`src/rtl/okr_pkg.sv`:
```
// Operation
// - Sweep-select low gives fixed LO; high gives swept LO.
// - Control inputs default high when left unconnected (pull-up).
// - Two bandwidth selects pick one of four binary-stepped filter bandwidths.
// - Code high,low: 11 widest, 10 half, 01 quarter, 00 narrowest.
// - LO ratio is 32.5 in fixed mode, 32.25 in sweep mode.
// - Sweep mode steps LO through a fixed sequence over about 1.5 percent.
// - AGC decay constant is fixed at ten times the attack constant.
// - Power-down disables both AGC currents so the capacitor holds.
// - Leaving power-down boosts AGC currents 45 times for a fixed interval.
// - Boost interval timed from reference, 10.9 ms at 6 MHz.
// - Power-down high means standby; receiver runs only while it is low.
// - All timing and tuning derive from the reference oscillator.
// - Data output compares demodulated signal against its filtered average.
// - Wake output goes low on detecting a steady carrier header.
// - Wake detection is inactive during power-down.
// - Wake counter runs on an internal tick of about 23.4 kHz.
// - After 128 ticks of unbroken carrier, wake goes low until data starts.
package okr_pkg;
  // Reference rate seen by this logic (system clock stands in for the oscillator)
  localparam int unsigned CLK_HZ = 200_000_000;
  localparam int unsigned REF_HZ = 6_000_000;
  // Wake tick: reference divided by 256 gives about 23.4 kHz
  localparam int unsigned WAKE_REF_DIV = 256;
  localparam int unsigned WAKE_TICK_CYC = (CLK_HZ / REF_HZ) * WAKE_REF_DIV;
  localparam int unsigned WAKE_COUNT = 128;
  // Boost interval in microseconds at the reference rate
  localparam int unsigned BOOST_US = 10_900;
  localparam int unsigned BOOST_CYC = (CLK_HZ / 1_000_000) * BOOST_US;
  // AGC gain ratios
  localparam logic [5:0] AGC_BOOST_GAIN = 6'h2D;
  localparam logic [3:0] AGC_DECAY_RATIO = 4'hA;
  // LO ratio in quarters: 130/4 = 32.5, 129/4 = 32.25
  localparam logic [7:0] LO_QTR_FIXED = 8'h82;
  localparam logic [7:0] LO_QTR_SWEEP = 8'h81;
  // Sweep sequence: 16 steps, signed offset in LO fine units
  localparam int unsigned SWEEP_STEPS = 16;
  localparam int unsigned SWEEP_STEP_CYC = 64;
  // Bandwidth in Hz, sweep mode narrowest; fixed mode doubles it
  localparam logic [15:0] BW_SWEEP_MIN_HZ = 16'h0226;
  // Reset values of the outputs
  localparam logic WAKE_N_RST = 1'b1;

  typedef enum logic [1:0] {
    OKR_WK_IDLE = 2'b00,
    OKR_WK_COUNT = 2'b01,
    OKR_WK_AWAKE = 2'b11
  } okr_wake_e;

  // Tuning outputs handed to the analog front end
  typedef struct packed {
    logic sweep_mode;
    logic [7:0] lo_ratio_qtr;
    logic [3:0] sweep_step;
    logic [15:0] bw_hz;
  } okr_tune_s;

  // AGC current control
  typedef struct packed {
    logic enable;
    logic [5:0] gain;
    logic [3:0] decay_ratio;
  } okr_agc_s;
endpackage

```
`src/rtl/okr_ctrl.sv`:
```
`timescale 1ns/1ps
module okr_ctrl #(
  parameter int unsigned BOOST_CYCLES = okr_pkg::BOOST_CYC,
  parameter int unsigned WAKE_TICK_CYCLES = okr_pkg::WAKE_TICK_CYC,
  parameter int unsigned WAKE_TICKS = okr_pkg::WAKE_COUNT
) (
  // Clock and reset
  input wire logic clk_sys_in,
  input wire logic resetn_in,
  // Control pins, already pulled up at the pad
  input wire logic sweep_select_in,
  input wire logic bw_select_lo_in,
  input wire logic bw_select_hi_in,
  input wire logic power_down_in,
  // Demodulator comparator result and carrier presence
  input wire logic slice_above_in,
  input wire logic carrier_in,
  // Outputs
  output okr_pkg::okr_tune_s tune_out,
  output okr_pkg::okr_agc_s agc_out,
  output logic data_out,
  output logic carrier_wake_n_out,
  output logic standby_out
);
  import okr_pkg::*;

  // Bandwidth lookup on {hi, lo}: plain binary code, 11 widest down to 00 narrowest
  function automatic logic [15:0] bw_lookup(input logic hi, input logic lo, input logic sweep);
    logic [3:0] mult;
    logic [15:0] base;
    mult = 4'h1;
    base = sweep ? BW_SWEEP_MIN_HZ : 16'(BW_SWEEP_MIN_HZ << 1);
    case ({hi, lo})
      2'b11: mult = 4'h8;
      2'b10: mult = 4'h4;
      2'b01: mult = 4'h2;
      default: mult = 4'h1;
    endcase
    return 16'(base * mult);
  endfunction

  // Two-flop synchronisers for all pin inputs; reset loads the four control pins high to mirror the pull-ups, slice and carrier low
  logic [5:0] sync1_q, sync1_d, sync2_q, sync2_d;
  always_comb begin
    sync1_d = {sweep_select_in, bw_select_lo_in, bw_select_hi_in, power_down_in, slice_above_in, carrier_in};
    sync2_d = sync1_q;
  end
  always_ff @(posedge clk_sys_in) begin
    if (!resetn_in) begin
      sync1_q <= 6'h3C;
      sync2_q <= 6'h3C;
    end else begin
      sync1_q <= sync1_d;
      sync2_q <= sync2_d;
    end
  end

  logic sweep_s, bw_lo_s, bw_hi_s, pd_s, slice_s, carrier_s;
  assign {sweep_s, bw_lo_s, bw_hi_s, pd_s, slice_s, carrier_s} = sync2_q;

  // Power-down edge tracking and AGC boost timer
  logic pd_prev_q, pd_prev_d;
  logic [31:0] boost_cnt_q, boost_cnt_d;
  logic boost_q, boost_d;
  always_comb begin
    pd_prev_d = pd_s;
    boost_cnt_d = boost_cnt_q;
    boost_d = boost_q;
    if (pd_s) begin
      boost_d = 1'b0;
      boost_cnt_d = '0;
    end else if (pd_prev_q) begin
      // Restart on every release so a short standby still gets a full boost
      boost_cnt_d = '0;
      boost_d = 1'b1;
    end else if (boost_q) begin
      if (boost_cnt_q >= BOOST_CYCLES - 1) begin
        boost_d = 1'b0;
      end else begin
        boost_cnt_d = boost_cnt_q + 32'h0000_0001;
      end
    end
  end
  always_ff @(posedge clk_sys_in) begin
    if (!resetn_in) begin
      pd_prev_q <= 1'b1;
      boost_cnt_q <= '0;
      boost_q <= 1'b0;
    end else begin
      pd_prev_q <= pd_prev_d;
      boost_cnt_q <= boost_cnt_d;
      boost_q <= boost_d;
    end
  end

  // Sweep sequencer: a deterministic ramp much faster than any data bit
  logic [7:0] sweep_div_q, sweep_div_d;
  logic [3:0] sweep_step_q, sweep_step_d;
  always_comb begin
    sweep_div_d = sweep_div_q;
    sweep_step_d = sweep_step_q;
    if (!sweep_s || pd_s) begin
      sweep_div_d = '0;
      sweep_step_d = '0;
    end else if (sweep_div_q == 8'(SWEEP_STEP_CYC - 1)) begin
      sweep_div_d = '0;
      sweep_step_d = 4'(sweep_step_q + 4'h1);
    end else begin
      sweep_div_d = 8'(sweep_div_q + 8'h01);
    end
  end
  always_ff @(posedge clk_sys_in) begin
    if (!resetn_in) begin
      sweep_div_q <= '0;
      sweep_step_q <= '0;
    end else begin
      sweep_div_q <= sweep_div_d;
      sweep_step_q <= sweep_step_d;
    end
  end

  // Wake-up detector: tick divider, carrier counter and state
  okr_wake_e wk_q, wk_d;
  logic [31:0] tick_div_q, tick_div_d;
  logic [7:0] wk_cnt_q, wk_cnt_d;
  logic wake_n_q, wake_n_d;
  logic tick;
  assign tick = (tick_div_q == WAKE_TICK_CYCLES - 1);
  always_comb begin
    wk_d = wk_q;
    wk_cnt_d = wk_cnt_q;
    wake_n_d = wake_n_q;
    tick_div_d = tick ? '0 : tick_div_q + 32'h0000_0001;
    if (pd_s) begin
      // Detector held idle in standby
      wk_d = OKR_WK_IDLE;
      wk_cnt_d = '0;
      wake_n_d = WAKE_N_RST;
      tick_div_d = '0;
    end else begin
      case (wk_q)
        OKR_WK_IDLE: begin
          wk_cnt_d = '0;
          if (carrier_s) begin
            wk_d = OKR_WK_COUNT;
          end
        end
        OKR_WK_COUNT: begin
          if (!carrier_s) begin
            wk_cnt_d = '0;
            wk_d = OKR_WK_IDLE;
          end else if (tick) begin
            if (wk_cnt_q == 8'(WAKE_TICKS - 1)) begin
              wake_n_d = 1'b0;
              wk_d = OKR_WK_AWAKE;
            end else begin
              wk_cnt_d = 8'(wk_cnt_q + 8'h01);
            end
          end
        end
        OKR_WK_AWAKE: begin
          // Carrier dropping marks the start of data
          if (!carrier_s) begin
            wake_n_d = 1'b1;
            wk_cnt_d = '0;
            wk_d = OKR_WK_IDLE;
          end
        end
        default: begin
          wk_d = OKR_WK_IDLE;
          wake_n_d = WAKE_N_RST;
        end
      endcase
    end
  end
  always_ff @(posedge clk_sys_in) begin
    if (!resetn_in) begin
      wk_q <= OKR_WK_IDLE;
      tick_div_q <= '0;
      wk_cnt_q <= '0;
      wake_n_q <= WAKE_N_RST;
    end else begin
      wk_q <= wk_d;
      tick_div_q <= tick_div_d;
      wk_cnt_q <= wk_cnt_d;
      wake_n_q <= wake_n_d;
    end
  end

  // Registered outputs: tuning, AGC control, data slicer, standby
  okr_tune_s tune_q, tune_d;
  okr_agc_s agc_q, agc_d;
  logic data_q, data_d, standby_q, standby_d;
  always_comb begin
    tune_d.sweep_mode = sweep_s;
    tune_d.lo_ratio_qtr = sweep_s ? LO_QTR_SWEEP : LO_QTR_FIXED;
    tune_d.sweep_step = sweep_step_q;
    tune_d.bw_hz = bw_lookup(bw_hi_s, bw_lo_s, sweep_s);
    agc_d.enable = !pd_s;
    agc_d.gain = boost_q ? AGC_BOOST_GAIN : 6'h01;
    agc_d.decay_ratio = AGC_DECAY_RATIO;
    data_d = pd_s ? 1'b0 : slice_s;
    standby_d = pd_s;
  end
  always_ff @(posedge clk_sys_in) begin
    if (!resetn_in) begin
      tune_q <= '0;
      agc_q <= '0;
      data_q <= 1'b0;
      standby_q <= 1'b1;
    end else begin
      tune_q <= tune_d;
      agc_q <= agc_d;
      data_q <= data_d;
      standby_q <= standby_d;
    end
  end

  assign tune_out = tune_q;
  assign agc_out = agc_q;
  assign data_out = data_q;
  assign carrier_wake_n_out = wake_n_q;
  assign standby_out = standby_q;
endmodule

```
`config.mk`:
```
export PLATFORM = sky130hd
export DESIGN_NAME = okr_ctrl
export DESIGN_NICKNAME = d
export VERILOG_FILES = /design/src/rtl/okr_pkg.sv /design/src/rtl/okr_ctrl.sv
export SDC_FILE = /design/constraint.sdc
export NUM_CORES = 1
export LEC_CHECK = 0
export ABC_CLOCK_PERIOD_IN_PS = 6900
export BUFFER_PORTS_ARGS = -buffer_cell sky130_fd_sc_hd__buf_4
export CAP_MARGIN = 20
export CORE_ASPECT_RATIO = 1.2
export CORE_MARGIN = 4
export CORE_UTILIZATION = 26
export CTS_CLUSTER_DIAMETER = 120
export CTS_CLUSTER_SIZE = 16
export DETAILED_ROUTE_END_ITERATION = 16
export GPL_ROUTABILITY_DRIVEN = 1
export GPL_TIMING_DRIVEN = 1
export PLACE_DENSITY = 0.46
export REMOVE_ABC_BUFFERS = 1
export SETUP_SLACK_MARGIN = 0.02
export SKIP_CTS_REPAIR_TIMING = 1
export SKIP_LAST_GASP = 1
export SLEW_MARGIN = 10
export SYNTH_ARGS = -nofsm -noshare
export SYNTH_HDL_FRONTEND = slang
export SYNTH_SLANG_ARGS = --single-unit
```
`constraint.sdc`:
```
create_clock -name clk_sys_in -period 6.9 [get_ports clk_sys_in]
set_input_delay 0.69 -clock clk_sys_in [delete_from_list [all_inputs] [get_ports clk_sys_in]]
set_output_delay 0.69 -clock clk_sys_in [all_outputs]
set_load 0.1 [all_outputs]
```
Word level (Yosys, flattened, before mapping):

Cells that the tools add are included.

* register bits after elaboration: 142
* bits in latches: 0
* memory bits (writable): 0
* memory bits (read-only): 0
* input port bits: 8
* output and inout bits: 43
* word-level logic and storage cells: 83
* memories kept: 0

* add/subtract/negate cells: 5
* multiply operators: 1
* divide/modulo/power cells: 0
* magnitude comparators: 1
* equality and inequality tests: 16
* shift operators: 0
* mux-type cells: 24
* bitwise operators: 3
* reduce and logical (&&, ||, !) cells: 14

Operators with widths (number)
* 32-bit by 1-bit adder with 32-bit output, second input constant: 2
* 32-bit by 14-bit == test with 1-bit output, second input constant: 1
* 32-bit by 22-bit greater-or-equal comparator with 1-bit output, second input constant: 1
* 8-bit two-way mux: 4
* 8-bit one-hot mux with 3 select lines: 1
* 8-bit by 1-bit adder with 8-bit output, second input constant: 2
* 11-bit by 4-bit multiplier with 15-bit output: 1
* 2-bit two-way mux: 6
* 4-bit one-hot mux with 3 select lines: 1
* 11-bit two-way mux: 1
* 2-bit != test, second input constant: 5
* 3-bit != test, second input constant: 3
* 3-bit OR reduction: 3
* 8-bit by 6-bit == test with 1-bit output, second input constant: 1
* 8-bit by 7-bit == test with 1-bit output, second input constant: 1
* 4-bit AND reduction: 2
* 1-bit two-way mux: 7
* 2-bit == test, second input constant: 3
* 6-bit two-way mux: 1
* 2-bit one-hot mux with 3 select lines: 1
* 5-bit AND reduction: 1
* 4-bit by 1-bit adder with 4-bit output, second input constant: 1
* 2-bit by 1-bit == test with 1-bit output, second input constant: 2
* 4-bit two-way mux: 1
* other kinds (8): 12

Depth between registers and ports, before layout:

* depth in word-level cells: 5
* mapped depth: 13
* mapped depth without buffers: 13

Worst setup path before layout:

No wires, ideal clock.

* path kind: register -> register
* start: register sync2_q[5]
* end: register tune_q (netlist bit tune_out[7])
* data arrival time: 2.592 ns
* required time: 6.784 ns
* slack: 4.192 ns
* stages on the path, launching flop included: 12
* clock period less this slack: 2.708 ns
* cell sequence: dfxtp_1 clkbuf_1 nand2_1 fa_1 inv_1 ha_1 inv_1 fa_1 nor2b_1 o21ai_0 a21oi_1 and3b_1

* longest elaborated chain between the ends: 2

Ends and longest elaborated chain
* from (decl): RTL line okr_ctrl.sv:43 `logic [5:0] sync1_q, sync1_d, sync2_q, sync2_d;`
* from (signal assigned): RTL line okr_ctrl.sv:54 `sync2_q <= sync2_d;`
* 11-bit two-way mux: RTL line okr_ctrl.sv:32 `base = sweep ? BW_SWEEP_MIN_HZ : 16'(BW_SWEEP_MIN_HZ << 1);`
* 11-bit by 4-bit multiplier with 15-bit output: RTL line okr_ctrl.sv:39 `return 16'(base * mult);`
* to (signal assigned): RTL line okr_ctrl.sv:212 `tune_q <= tune_d;`
* to (decl): RTL line okr_ctrl.sv:191 `okr_tune_s tune_q, tune_d;`

No other way between the ends.
A chain may end at the register's enable or synchronous reset.

Worst setup path after layout:

* start: register sync2_q[4]
* end: register tune_q (netlist bit tune_out[7])

* longest elaborated chain between the ends: 3
* elaborated cells on any way between the ends: 5
* classes of those cells: mul: 1; eq/ne: 3; mux: 1

Ends and longest elaborated chain
* 2-bit by 1-bit == test with 1-bit output / 2-bit == test (equally long branches): RTL line okr_ctrl.sv:33 `case ({hi, lo})`
* 4-bit one-hot mux with 3 select lines (*): RTL line okr_ctrl.sv:33
* 11-bit by 4-bit multiplier with 15-bit output (*): RTL line okr_ctrl.sv:39

Every way passes the cells marked *; elsewhere a longest branch is shown, timed or not.

==> reports/qor.csv <==
stage,metric,value,unit
run_status,status,finished clean,
floorplan,start_util,26.68,%
sta,slew_viol_final,0,
sta,max-slew-margin-rel,38.42,%
detailed_routing,routed.top_layer,met4,
synthesis,synth_cells,650,
clock_network,clockRootBuffer,clkbuf_16,
grt,grt_pass1_vias,4327,
critical_path,worst_path_largest_cell_delay,0.49,ns
floorplan,coreArea,0.02192,sq mm
detailed_routing,drc,0,
grt,antenna_found_initial,0,
place,gp_congestion,0.7703,
synthesis,syn_avg_cell_area,8.999,sq um
grt,grt_max_degree,34,
detailed_routing,totalWireLength,12.36,mm
clock_network,clock_sinks,126,
synthesis,yosysWarnings,0,
critical_path,cpLargestDelayFamily,adder cells,
clock_network,clk_latency,0.41,ns
detailed_routing,wl_met1,5.988,mm
place,placed_cell_area,0.006319,sq mm
sta,hold_viol_final,0,
sta,rsz0062_at_grt,no,
hold_path,hold_depth,1,
power,pwr-share-seq,40.9,%
detailed_routing,via_count,4441,
power,p_int,1.364,mW
critical_path,endpoint_kind,flip-flop,
floorplan,ios,51,
detailed_routing,vias_per_cell,4.574,
grt,grt_overflow,0,
sta,setup_viol,0,
critical_path,worstPathArrival,3.23,ns
place,dp_hpwl,8.643,mm
critical_path,path_max_fanout,7,
detailed_routing,wl_met2,5.733,mm
final_layout,drive_gt1_share,13.49,%
job,maxCapViolations,0,
power,clkPwrFrac,51.7,%
power,pwr_density_cell,260.9,mW/mm^2
synthesis,synth_top_cell_area_share,43.12,%
sta,min_period,2.926,ns
hold_path,hold_path.class,flip-flop to flip-flop,
power,switching_power,455.0,uW
synthesis,yosysTopAreaCell,dfxtp_1,
synthesis,yosys_register_bits,126,
grt,grt_pass1_wl,21.34,mm
floorplan,rows,59,
power,max-vdd-ir-drop,0.1741,mV
synthesis,yosys.cell_types.count,57,
sta,fin_crit_sh,42.40,%
critical_path,cp_num_buf_inv,2,
final_layout,fin_nets,716,
sta,whs,0.4059,ns
clock_network,cts_buffers,17,
detailed_routing,post_drt_wl_per_cell,12.73,microns
power,switching_share,25.02,%
grt,grt_usage,10.39,%
final_layout,area_growth,19.17,%
floorplan,die_area,0.02497,sq mm
synthesis,async_reset_ff_share,0,%
sta,tns,0,ns
final_layout,fin_area,0.006970,sq mm
sta,fin_skew,0.008259,ns
floorplan,die_x,144.9,microns
synthesis,synth_top_cells_by_area,"dfxtp_1, nor2_1, ha_1",
clock_network,cts_tree,done,
detailed_routing,first_iter_violations,197,
critical_path,slowest_stage,fa_1,
sta,max_freq,0.3418,GHz
critical_path,path_cells,"nor2b_1, nand2b_1, fa_1, inv_1, ha_1, inv_1, fa_1, nor2b_1, o21ai_0, a21oi_1, and3b_1",
synthesis,synth_seq_area_share,43.12,%
synthesis,synth_area,0.005849,sq mm
sta,tightest_slew,0.9203,ns
synthesis,synth-main-ff-cell,dfxtp_1,
place,portBuffers,39,
detailed_routing,ant_nets,0,
power,p_leak,2.550,nW
clock_network,clockBufferDepth,2,
floorplan,fp.dieH,172.3,microns
synthesis,synth-edff-count,0,
final_layout,antenna_cells,0,
detailed_routing,dr.pass1.iters,4,
critical_path,rr_worst_depth,11,
critical_path,crit_path_start_kind,flip-flop,
clock_network,clk_pin_slew,0.06,ns
detailed_routing,met3WireLength,420,microns
critical_path,cp.required,7.21,ns
power,comb_power_share,7.3,%
clock_network,htree_levels,4,
critical_path,worstSetupPathType,flip-flop to flip-flop,
critical_path,path_depth,11,
## kinds of logic (layout without fill, tap and decap cells)
family                     count (synthesis)  after routing  share of synthesized area (%)
AOI/OAI and AO/OA                         72             72                          7.786
xor gates and xnor gates                  44             44                          6.588
adders and majority gates                 24             24                          5.647
buffers and inverters                     61             95                          5.219
DFF                                      126            126                          43.12
muxes                                      2              2                         0.3423
other                                      1             14                        0.06411
and+or+nand+nor                          320            320                          31.23
## flip-flops by register name (all words and copies together) (netlist names), 2 cells and up
register      count
wk_q              2
sync1_q           6
tune_out         20
agc_out           4
boost_cnt_q      32
wk_cnt_q          8
sweep_div_q       8
sync2_q           6
tick_div_q       32
sweep_step_q      4
## per-stage QoR
| stage | std cells | setup WS (ns) | utilization, % | total power [mW] |
|---|---|---|---|---|
| final | 971 | 3.974 | 31.79 | 1.819 |
| after detailed placement | 938 | 3.977 | 28.82 | 0.8936 |
| after floorplan | 624 | 4.013 | - | 0.8662 |
| after global routing | 971 | 3.734 | 31.79 | 1.888 |
| after global placement | 938 | 4.026 | 28.82 | 0.8947 |
| after CTS | 970 | 3.957 | 31.67 | 1.849 |
## cell type report
class                   count  area, sq um
well taps                 274        342.8
clock inverters            12        157.7
repair buffers             41        327.8
fillers                  2294        14950
flip-flops and latches    126         2522
inverters                  22        82.58
multi-input cells         476         3070
clock buffers              20        466.7
## routing by layer
metal  vias to the layer above  track usage, %
li1                       2315               -
met1                      2051           13.08
met2                        57           16.79
met3                        18           2.805
met4                         0           4.711
met5                         -               0
## placed cells by master, fill, tap and decap left out, types with 10 or more instances in the layout
| master | instances |
|---|---|
| a21oi_1 | 25 |
| and2_1 | 38 |
| and3_1 | 12 |
| buf_4 | 40 |
| clkbuf_16 | 17 |
| conb_1 | 14 |
| dfxtp_1 | 126 |
| ha_1 | 20 |
| inv_1 | 21 |
| nand2_1 | 46 |
| nand2b_1 | 11 |
| nand3_1 | 33 |
| nand4_1 | 25 |
| nor2_1 | 68 |
| nor3_1 | 10 |
| o31ai_1 | 10 |
| or3_1 | 12 |
| or4_1 | 12 |
| xnor2_1 | 19 |
| xor2_1 | 25 |
## synth_stat cells, types with 6 or more instances
cell,instances
dfxtp_1,126
nor2_1,68
nand2_1,46
and2_1,38
nand3_1,33
a21oi_1,25
nand4_1,25
xor2_1,25
inv_1,21
buf_4,20
ha_1,20
xnor2_1,19
clkbuf_1,18
and3_1,12
or3_1,12
or4_1,12
nand2b_1,11
nor3_1,10
o31ai_1,10
nor2b_1,9
nor4_1,9
o21ai_0,9
and4_1,8
nor4_2,6
o21ai_1,6
## final timing paths
path | startpoint | end | slack, ns
worst min-delay path | sync1_q[5] | sync2_q[5] | 0.41
worst max-delay path | sync2_q[4] | tune_out[7] | 3.97
worst max register to register | sync2_q[4] | tune_out[7] | 3.97
worst min register to register | sync1_q[5] | sync2_q[5] | 0.41
## power groups by stage
stage               Clock, mW  Sequential, mW  Combinational, mW
floorplan                   0           0.816             0.0503
global placement            0           0.760              0.135
detailed placement          0           0.760              0.134
CTS                     0.970           0.744              0.134
global route             1.00           0.745              0.141
finish                  0.941           0.744              0.134
Power figures use the tool's default switching activity.
